## src/rtl/pex_pkg.sv

```systemverilog
// shared constants and types of the open-drain port expander
package pex_pkg;
  localparam int CLK_HZ = 50_000_000;
  localparam int N_PORTS = 8;
  localparam int PORT_MAX_NS = 4000;
  localparam int PORT_MAX_CYC = (PORT_MAX_NS * (CLK_HZ / 1_000_000)) / 1000;
  localparam int SCL_MAX_HZ = 400_000;
  localparam int SCL_HALF_CYC = CLK_HZ / (2 * SCL_MAX_HZ);
  localparam int RESP_LAT_CYC = 4;
  localparam int MIN_HALF_CYC = 4;
  localparam logic [6:0] ADDR_BASE = 7'h60;
  localparam logic [3:0] BIT_LAST = 4'h8;
  localparam logic [2:0] INIT_WAIT = 3'h3;
  localparam logic RW_READ = 1'b1;
  localparam int BUS_SCL = 0;
  localparam int BUS_SDA = 1;
  localparam int BUS_CLR = 2;
  localparam logic [2:0] BUS_IDLE_LVL = 3'h7;
  typedef enum logic [2:0] {
    PEX_IDLE = 3'h0,
    PEX_ADDR = 3'h1,
    PEX_AACK = 3'h3,
    PEX_WDATA = 3'h2,
    PEX_WACK = 3'h6,
    PEX_RDATA = 3'h7,
    PEX_RACK = 3'h5
  } pex_state_type;
endpackage

```

## src/rtl/pex_sync.sv

```systemverilog
// two-stage synchroniser for signals from outside the clock domain
`timescale 1ns/1ps
module pex_sync #(
  parameter int W = 1,
  parameter logic [W-1:0] RST_VAL = '0
) (
  input wire logic i_ref_clk, // system clock
  input wire logic i_rst, // synchronous reset, active high
  input wire logic [W-1:0] i_async, // raw levels
  output logic [W-1:0] o_sync // levels after two flops
);
  typedef struct packed {
    logic [W-1:0] s2;
    logic [W-1:0] s1;
  } pex_sync_regs_type;

  pex_sync_regs_type r_r;
  pex_sync_regs_type r_nxt;

  // refused at elaboration: a zero-width synchroniser has nothing to carry
  if (W < 1) begin : g_bad_width
    $error("pex_sync: width must be at least one");
  end

  always_comb begin
    r_nxt = r_r;
    r_nxt.s1 = i_async;
    r_nxt.s2 = r_r.s1;
  end

  always_ff @(posedge i_ref_clk) begin
    if (i_rst) begin
      r_r <= {RST_VAL, RST_VAL};
    end else begin
      r_r <= r_nxt;
    end
  end

  assign o_sync = r_r.s2;
endmodule

```

## src/rtl/pex_top.sv

```systemverilog
// eight-port open-drain expander on a two-wire target bus with latched change alert
`timescale 1ns/1ps
module pex_top #(
  parameter int N_PORTS = pex_pkg::N_PORTS
) (
  input wire logic i_ref_clk, // 50 MHz system clock
  input wire logic i_rst, // synchronous reset, active high
  input wire logic i_scl, // bus clock pin level
  input wire logic i_sda_i, // bus data pin level
  output logic o_sda_o, // bus data drive value, always low
  output logic o_sda_oe, // bus data pulled low when high
  input wire logic i_clr_n, // interface clear, active low
  input wire logic [1:0] i_addr_select_a, // level code of first address pin
  input wire logic [1:0] i_addr_select_b, // level code of second address pin
  input wire logic [N_PORTS-1:0] i_expander_pins_i, // port pin levels
  output logic [N_PORTS-1:0] o_expander_pins_o, // port drive value, always low
  output logic [N_PORTS-1:0] o_expander_pins_oe, // port pulled low when high
  output logic [1:0] o_pullup_en, // pullup enable per group of four ports
  output logic o_alert_n_o, // alert drive value, always low
  output logic o_alert_n_oe // alert pulled low when high
);
  typedef struct packed {
    pex_pkg::pex_state_type st;
    logic [3:0] cnt;
    logic [7:0] sh;
    logic rw;
    logic nack;
    logic sda_oe;
    logic acc;
    logic scl_p;
    logic sda_p;
    logic [N_PORTS-1:0] outl;
    logic [N_PORTS-1:0] snap;
    logic [N_PORTS-1:0] pins_p;
    logic alert;
    logic [6:0] dev_addr;
    logic [1:0] pu_en;
    logic [2:0] init_cnt;
    logic init_done;
  } pex_regs_type;

  pex_regs_type r_r;
  pex_regs_type r_nxt;
  logic [2:0] bus_s;
  logic [N_PORTS+3:0] port_s;
  logic [N_PORTS-1:0] pins_s;
  logic [1:0] sel_a_s;
  logic [1:0] sel_b_s;
  logic scl_rise;
  logic scl_fall;
  logic start_ev;
  logic stop_ev;
  logic addr_hit;
  logic clr_ev;
  logic [N_PORTS-1:0] diff_m;
  logic [N_PORTS-1:0] edge_m;

  // settings that the byte-wide transfer, the port timing or the bus sampling cannot serve are refused at elaboration
  if (N_PORTS != 8) begin : g_bad_ports
    $error("pex_top: the byte transfer serves exactly eight ports");
  end
  if (pex_pkg::RESP_LAT_CYC > pex_pkg::PORT_MAX_CYC) begin : g_bad_port_time
    $error("pex_top: clock too slow for port timing");
  end
  if (pex_pkg::SCL_HALF_CYC < pex_pkg::MIN_HALF_CYC) begin : g_bad_bus_time
    $error("pex_top: clock too slow to sample the bus");
  end

  // bus pins are sampled at 50 MHz, far above the 400 kHz bus, so edges are seen reliably
  pex_sync #(.W(3), .RST_VAL(pex_pkg::BUS_IDLE_LVL)) u_bus_sync (
    .i_ref_clk(i_ref_clk),
    .i_rst(i_rst),
    .i_async({i_clr_n, i_sda_i, i_scl}),
    .o_sync(bus_s)
  );

  pex_sync #(.W(N_PORTS + 4), .RST_VAL('0)) u_port_sync (
    .i_ref_clk(i_ref_clk),
    .i_rst(i_rst),
    .i_async({i_addr_select_b, i_addr_select_a, i_expander_pins_i}),
    .o_sync(port_s)
  );

  assign pins_s = port_s[N_PORTS-1:0];
  assign sel_a_s = port_s[N_PORTS+1:N_PORTS];
  assign sel_b_s = port_s[N_PORTS+3:N_PORTS+2];

  assign scl_rise = r_r.init_done & bus_s[pex_pkg::BUS_SCL] & ~r_r.scl_p;
  assign scl_fall = r_r.init_done & ~bus_s[pex_pkg::BUS_SCL] & r_r.scl_p;
  assign start_ev = r_r.init_done & bus_s[pex_pkg::BUS_SCL] & r_r.scl_p & r_r.sda_p & ~bus_s[pex_pkg::BUS_SDA];
  assign stop_ev = r_r.init_done & bus_s[pex_pkg::BUS_SCL] & r_r.scl_p & ~r_r.sda_p & bus_s[pex_pkg::BUS_SDA];
  assign addr_hit = (r_r.st == pex_pkg::PEX_ADDR) && scl_fall && (r_r.cnt == pex_pkg::BIT_LAST)
    && (r_r.sh[7:1] == r_r.dev_addr);
  // the clear comes at our address acknowledge or at the STOP of our access
  assign clr_ev = bus_s[pex_pkg::BUS_CLR] & (addr_hit | (stop_ev & r_r.acc));
  // released ports are the inputs; driven-low ports are not watched
  assign diff_m = r_r.init_done ? ((pins_s ^ r_r.snap) & r_r.outl) : '0;
  assign edge_m = r_r.init_done ? ((pins_s ^ r_r.pins_p) & r_r.outl) : '0;

  always_comb begin
    r_nxt = r_r;
    r_nxt.scl_p = bus_s[pex_pkg::BUS_SCL];
    r_nxt.sda_p = bus_s[pex_pkg::BUS_SDA];
    r_nxt.pins_p = pins_s;
    if (!r_r.init_done) begin
      r_nxt.init_cnt = r_r.init_cnt + 3'h1;
      if (r_r.init_cnt == pex_pkg::INIT_WAIT) begin
        // address straps are caught once, after the synchronisers have filled
        r_nxt.dev_addr = pex_pkg::ADDR_BASE | {3'h0, sel_b_s, sel_a_s};
        // the address picks power-up levels and pullups, one choice per nibble
        r_nxt.outl = {{4{sel_b_s[0]}}, {4{sel_a_s[0]}}};
        r_nxt.pu_en = {sel_b_s[1], sel_a_s[1]};
        r_nxt.snap = pins_s;
        r_nxt.init_done = 1'b1;
      end
    end
    // a fresh edge in the clear cycle wins, otherwise the flag holds until cleared
    if (clr_ev) begin
      r_nxt.alert = |edge_m;
      r_nxt.snap = pins_s;
    end else begin
      r_nxt.alert = r_r.alert | (|diff_m);
    end
    if (start_ev) begin
      r_nxt.st = pex_pkg::PEX_ADDR;
      r_nxt.cnt = 4'h0;
      r_nxt.acc = 1'b0;
      r_nxt.sda_oe = 1'b0;
    end else if (stop_ev) begin
      r_nxt.st = pex_pkg::PEX_IDLE;
      r_nxt.acc = 1'b0;
      r_nxt.sda_oe = 1'b0;
    end else begin
      case (r_r.st)
        pex_pkg::PEX_IDLE: begin
          r_nxt.sda_oe = 1'b0;
        end
        pex_pkg::PEX_ADDR, pex_pkg::PEX_WDATA: begin
          if (scl_rise) begin
            r_nxt.sh = {r_r.sh[6:0], bus_s[pex_pkg::BUS_SDA]};
            r_nxt.cnt = r_r.cnt + 4'h1;
          end else if (scl_fall && r_r.cnt == pex_pkg::BIT_LAST) begin
            if (r_r.st == pex_pkg::PEX_WDATA) begin
              r_nxt.outl = r_r.sh;
              r_nxt.sda_oe = 1'b1;
              r_nxt.st = pex_pkg::PEX_WACK;
            end else if (addr_hit) begin
              r_nxt.rw = r_r.sh[0];
              r_nxt.acc = 1'b1;
              r_nxt.sda_oe = 1'b1;
              r_nxt.st = pex_pkg::PEX_AACK;
            end else begin
              // another target's address: stay off the bus until the next START
              r_nxt.st = pex_pkg::PEX_IDLE;
            end
          end
        end
        pex_pkg::PEX_AACK, pex_pkg::PEX_WACK: begin
          if (scl_fall) begin
            r_nxt.cnt = 4'h0;
            if (r_r.st == pex_pkg::PEX_AACK && r_r.rw == pex_pkg::RW_READ) begin
              r_nxt.sh = pins_s;
              r_nxt.sda_oe = ~pins_s[7];
              r_nxt.st = pex_pkg::PEX_RDATA;
            end else begin
              r_nxt.sda_oe = 1'b0;
              r_nxt.st = pex_pkg::PEX_WDATA;
            end
          end
        end
        pex_pkg::PEX_RDATA: begin
          if (scl_rise) begin
            r_nxt.cnt = r_r.cnt + 4'h1;
          end else if (scl_fall) begin
            if (r_r.cnt == pex_pkg::BIT_LAST) begin
              r_nxt.sda_oe = 1'b0;
              r_nxt.st = pex_pkg::PEX_RACK;
            end else begin
              r_nxt.sh = {r_r.sh[6:0], 1'b0};
              r_nxt.sda_oe = ~r_r.sh[6];
            end
          end
        end
        pex_pkg::PEX_RACK: begin
          if (scl_rise) begin
            r_nxt.nack = bus_s[pex_pkg::BUS_SDA];
          end else if (scl_fall) begin
            r_nxt.cnt = 4'h0;
            if (r_r.nack) begin
              r_nxt.st = pex_pkg::PEX_IDLE;
            end else begin
              r_nxt.sh = pins_s;
              r_nxt.sda_oe = ~pins_s[7];
              r_nxt.st = pex_pkg::PEX_RDATA;
            end
          end
        end
        default: begin
          r_nxt.st = pex_pkg::PEX_IDLE;
          r_nxt.sda_oe = 1'b0;
        end
      endcase
    end
    // the clear input drops any transfer; port latches and the alert keep their state
    if (!bus_s[pex_pkg::BUS_CLR]) begin
      r_nxt.st = pex_pkg::PEX_IDLE;
      r_nxt.cnt = 4'h0;
      r_nxt.sda_oe = 1'b0;
      r_nxt.acc = 1'b0;
    end
  end

  always_ff @(posedge i_ref_clk) begin
    if (i_rst) begin
      r_r <= '{st: pex_pkg::PEX_IDLE, scl_p: 1'b1, sda_p: 1'b1, outl: '1, default: '0};
    end else begin
      r_r <= r_nxt;
    end
  end

  assign o_sda_o = 1'b0;
  assign o_sda_oe = r_r.sda_oe;
  assign o_expander_pins_o = '0;
  assign o_expander_pins_oe = ~r_r.outl;
  assign o_pullup_en = r_r.pu_en;
  assign o_alert_n_o = 1'b0;
  assign o_alert_n_oe = r_r.alert;
endmodule

```

## config.mk

```make
export PLATFORM = sky130hd
export DESIGN_NAME = pex_top
export DESIGN_NICKNAME = d
export VERILOG_FILES = /design/src/rtl/pex_pkg.sv /design/src/rtl/pex_sync.sv /design/src/rtl/pex_top.sv
export SDC_FILE = /design/constraint.sdc
export NUM_CORES = 1
export LEC_CHECK = 0
export BUFFER_PORTS_ARGS = -buffer_cell sky130_fd_sc_hd__buf_2
export CORE_MARGIN = 2
export CORE_UTILIZATION = 36
export DETAILED_ROUTE_END_ITERATION = 7
export MAX_ROUTING_LAYER = met4
export SLEW_MARGIN = 20
export SYNTH_ARGS = -nofsm -noshare
export SYNTH_HDL_FRONTEND = slang
export SYNTH_HIERARCHICAL = 1
export SYNTH_SLANG_ARGS = --single-unit
```

## constraint.sdc

```tcl
create_clock -name i_ref_clk -period 2.9 [get_ports i_ref_clk]
set_input_delay 0.29 -clock i_ref_clk [delete_from_list [all_inputs] [get_ports i_ref_clk]]
set_output_delay 0.29 -clock i_ref_clk [all_outputs]
set_load 0.02 [all_outputs]
```

# == Word-level counts from Yosys, hierarchy flattened ==
# Cells that the tools add are included.
# totals
out_inout_bits,22
inputBits,17
reg_bits,87
wordCells,172
# classes
n_eq_ne,33
n_addsub,2
mux,59
n_bitwise,31
reduce_logical,25
# ops
op,count
8-bit two-way mux,14
12-bit case mux with 4 select lines,1
15-bit two-way mux,3
16-bit two-way mux,2
"4-bit != test, second input constant",8
9-bit AND reduction,3
"2-bit != test, second input constant",13
3-bit two-way mux,8
1-bit two-way mux,21
8-bit AND,2
8-bit OR reduction,2
8-bit bitwise XOR,2
3-bit case mux with 5 select lines,1
14-bit two-way mux,1
7-bit AND reduction,2
1-bit NOT,13
12-bit two-way mux,1
12-bit AND reduction,1
1-bit AND,11
"3-bit by 2-bit equality test with 1-bit output, second input constant",3
"3-bit equality test, second input constant",3
2-bit two-way mux,4
8-bit NOT,1
7-bit equality test,1
other kinds (20),29

# == Logic depth before layout (Yosys ltp) ==
# depth
depth_word,13
ltp_mapped,8
mapped_depth_nobuf,7

# == Hierarchy ==
# The synthesis kept the hierarchy.
# by_module_without_submodules
module,seq_area_each_um2,instances,area_per_inst_um2,cells_per_inst
pex_top,1101.1,1,3086.7,353
pex_sync (u_port_sync),480.5,1,693.2,50
pex_sync (u_bus_sync),120.1,1,157.7,12

# == Worst setup path before layout ==
# No wires, ideal clock.
# synth_path
path_kind,register to register
startpoint,reg r_r[56] (netlist name)
endpoint,reg r_r[22] (netlist name)
required_ns,2.779
stages_incl_launch_ff,7
setup_time_ns,0.121
period_less_slack_ns,1.997
arrival_time_ns,1.877
path_slack_ns,0.903
path_buffers,1
path_cell_list,dfxtp_1 buf_6 nand2b_4 or3_4 a2111oi_4 a211oi_4 mux2_2
# synth_via
elab_chain_len,8
elab_cells_between_ends,10
cone_classes,eq/ne (2); mux (1); bitwise (2); reduce/logical (5)
# synth_lines
item,line,rtl
from (decl),pex_top.sv:42,pex_regs_type r_r;
from (signal assigned),pex_top.sv:217,r_r <= r_nxt;
3-bit by 1-bit equality test with 1-bit output (*),pex_top.sv:92,assign addr_hit = (r_r.st == pex_pkg::PEX_ADDR) && scl_fall && (r_r.cnt == pex_pkg::BIT_LAST)
1-bit logical AND (*) (2 in a row),pex_top.sv:92,
1-bit logical AND (*),pex_top.sv:93,&& (r_r.sh[7:1] == r_r.dev_addr);
1-bit bitwise OR (*),pex_top.sv:95,assign clr_ev = bus_s[pex_pkg::BUS_CLR] & (addr_hit | (stop_ev & r_r.acc));
1-bit AND (*),pex_top.sv:95,
2-bit by 1-bit != test with 1-bit output (no line) / 2-bit nonzero test (equally long branches),-,
2-bit AND reduction (no line),-,
# Every way passes the cells marked *; elsewhere a longest branch is shown, timed or not.
# A chain may end at the register's enable or synchronous reset.

# == Final worst setup path ==
# layout_path
startpoint,reg r_r[58] (netlist name)
endpoint,reg r_r[25] (netlist name)
# Same word-level chain as after synthesis.

==> flow_summary_export.csv <==
group,metric,value,unit
outcome,outcome,"complete, no violations",
critical_path,cp.depth,6,
floorplan,start_util,36.6,%
yosys,synth_top_family_by_area,"simple AND/OR/NAND/NOR gates",
pwr,p_leak,1.70,nW
sta,timing.fmax,431,MHz
critical_path,cpLargestDelayFamily,"flip-flops",
routing,postRouteAntennaNets,0,
clock_tree,htree_num_levels,3,
floorplan,die_h,109,microns
hold_path,holdPathStages,2,
critical_path,start_kind,"flip-flop",
sta,drv_slew,0,
clock_tree,insertion_delay,0.35,ns
clock_tree,cts_tree,"built",
clock_tree,root_buffer,"clkbuf_8",
sta,finalSetupTns,0,ns
yosys,synthTopCellsByArea,"dfxtp_1, xnor2_1, nor2b_1, a21oi_1, nor2b_2",
final_layout,drive_above_1_share,19.4,%
clock_tree,cts-hold-fix-buffers,0,
routing,vias,2894,
critical_path,slowest_stage,"dfxtp_1",
clock_tree,numCtsBuffers,9,
critical_path,worstRegToRegCells,6,
floorplan,ios,39,
sta,setup_viol,0,
yosys,synth-xor-area-share,5.12,%
critical_path,max_stage_delay,0.62,ns
sta,max_slew_margin,43.7,%
run,max_cap_viol_count,0,
clock_tree,postCtsSetupRepairBufs,0,
global_route,grt_use_met1,19.9,%
yosys,synth-seq-cells,85,
sta,timing.final.crit_share,79.9,%
pwr,p_per_area,537,nW/um^2
critical_path,path_class,"reg -> reg",
final_layout,fin_area,4340,sq um
global_route,met2_usage,23.1,%
yosys,synth_fa_ha_area_share,1.27,%
yosys,yosysWarningCount,6,
yosys,synth-main-ff-cell,"dfxtp_1",
yosys,synth_top_area_share,43.2,%
clock_tree,cts_num_sinks,85,
sta,worst_pin_slew,0.835,ns
yosys,netlist.top_cell.by_area,"dfxtp_1",
placed_design,dp_hpwl,5940,microns
clock_tree,clk_pin_slew_worst_paths,0.09,ns
critical_path,reg2reg_slack,0.58,ns
routing,dr.pass1.iters,4,
yosys,synth.yosys.seq_area_share,43.2,%
routing,via_per_inst,4.96,
critical_path,endpoint,"r_r[25]",
clock_tree,clk_path_buf_depth,2,
yosys,netlist_area,3940,sq um
floorplan,core_area,10700,sq um
floorplan,die_w,109,microns
global_route,antenna_found_initial,0,
sta,period_minus_slack,2.32,ns
placed_design,port_buffers,28,
sta,hold_viol,0,
floorplan,rows,38,
routing,drc,0,
placed_design,place.gp.congestion,0.916,
global_route,busiest_layer,"met2",
routing,dr.first_iter.drc_count,137,
sta,setup_ws,0.582,ns
global_route,grt.total_usage,15.4,%
critical_path,r2r_end,"r_r[25]",
yosys,ys_types,54,
critical_path,path_cells,"inv_1 > nand3_1 > a2111oi_4 > buf_4 > a211oi_4 > mux2_2",
critical_path,cp_data_arrival_time,2.56,ns
critical_path,path_max_fanout,15,
final_layout,antenna-diode-count,0,
yosys,synth_edf_count,0,
yosys,syn_inst,415,
yosys,synthMuxAreaShare,4.83,%
sta,skew,0.0108,ns
final_layout,nets,460,
clock_tree,ctsResizeCount,0,
final_layout,postLayoutCoreUtil,40.4,%
floorplan,die_area,11800,sq um
final_layout,area_delta_synth_final,10.3,%
global_route,grt_max_degree,30,
final_layout,n_fill_cell,1119,
global_route,grt_overflow,0,
sta,rsz0062_at_grt,"false",
placed_design,pre_cts_ws,0.627,ns
critical_path,cp_num_buf_inv,2,
critical_path,cp.required,3.14,ns
global_route,grt_pass1_wl,13600,microns
global_route,grt_pass1_vias,2756,
hold_path,hold_path_class,"in -> reg",
routing,wl_per_cell,14.1,microns
yosys,synth-simple-area-share,20.4,%
yosys,async_reset_ff_share,0,%
pwr,max-vdd-ir-drop,0.326,mV
routing,drt_wl_total,8240,microns
yosys,synth_common_cells,"dfxtp_1, nor2_1, a21oi_1",
critical_path,critPathLaunch,"r_r[58]",
global_route,use_met3,3.13,%
yosys,synth_most_common_cell,"dfxtp_1",
placed_design,placed_area,4150,sq um
critical_path,worstSetupEndpointType,"flip-flop",
yosys,syn_area_per_cell,9.49,sq um
critical_path,reg2reg_from,"r_r[58]",
yosys,synth_compound_area_share,18.1,%
sta,hold_ws,0.114,ns
==> sequential cells by signal (all words and copies together), names as in the netlist <==
register and cells:
u_port_sync/r_nxt 12, r_r 52, u_bus_sync/r_nxt 3, u_port_sync/o_sync 12
o_alert_n_oe 1, o_sda_oe 1, o_pullup_en 1, u_bus_sync/o_sync 3
==> metrics by stage <==
step	total power, mW	instances
floorplan	1.48	424
detailed placement	1.54	568
finish	2.33	584
CTS	2.36	584
global route	2.45	584
global placement	1.54	568
==> cell usage in the layout, fill, tap and decap left out, drive strengths merged, types with 3 or more instances in the layout <==
master	synthesis	layout
or2	9	9
conb	1	10
clkinv	0	3
buf	24	37
dfxtp	85	85
nor4	3	3
or3	6	6
nand2b	4	4
a211oi	12	12
a21oi	28	28
or3b	3	3
clkbuf	9	10
nand3b	4	4
ha	4	4
nand2	10	10
mux2	8	8
nor2	30	30
nor2b	39	39
a311oi	10	10
o21ai	8	8
xnor2	21	21
mux2i	10	10
nand3	6	6
o22ai	9	9
nor3	4	4
and2	4	4
and2b	4	4
a2111oi	3	3
a31oi	3	3
o21bai	9	9
a21o	5	5
inv	19	19
==> per-layer routing <==
layer | up-vias | share of wire, %
met5 | - | 0
met4 | 0 | 2.1
met3 | 13 | 3.8
met2 | 62 | 47
met1 | 1351 | 47
li1 | 1468 | -
==> final cells by class <==
class,count,area (sq um),share of cell area [%]
tap,140,175,4.03
timing repair buffer,37,208,4.78
clock buffer,10,128,2.94
clock inverter,6,63.8,1.47
inverter,19,71.3,1.64
sequential,85,1700,39.2
multi-input combinational,287,2000,46.0
==> report_power, final <==
group	total (mW)	internal, mW	switching (mW)	leakage [nW]
Clock	0.817	0.397	0.420	0.0923
Combinational	0.258	0.108	0.150	0.910
Sequential	1.26	1.22	0.0367	0.694
==> worst min path at each step <==
| stage | slack (ns) | to | from |
|---|---|---|---|
| after global placement | 0.39 | u_bus_sync/o_sync[1] | u_bus_sync/r_nxt[4] |
| after detailed placement | 0.40 | u_bus_sync/o_sync[2] | u_bus_sync/r_nxt[5] |
| after floorplan | 0.38 | u_bus_sync/o_sync[0] | u_bus_sync/r_nxt[3] |
| after CTS | 0.1 | u_bus_sync/r_nxt[5] | i_clr_n |
| final | 0.11 | u_bus_sync/r_nxt[5] | i_clr_n |
| after global routing | 0.10 | u_bus_sync/r_nxt[3] | i_scl |
==> worst reg2reg max path, cell delays in order, from the launching register on <==
cell       delay (ns)
dfxtp_1          0.62
inv_1            0.24
nand3_1          0.19
a2111oi_4        0.06
buf_4            0.19
a211oi_4         0.50
mux2_2           0.40
==> kinds of logic after synthesis <==
family,count (synthesis)
xor gates and xnor gates,23
and+or+nand+nor,133
AOI/OAI and AO/OA,99
muxes,18
buffers and inverters,52
other,1
adders and majority gates,4
DFF,85
Power figures use the tool's default switching activity.
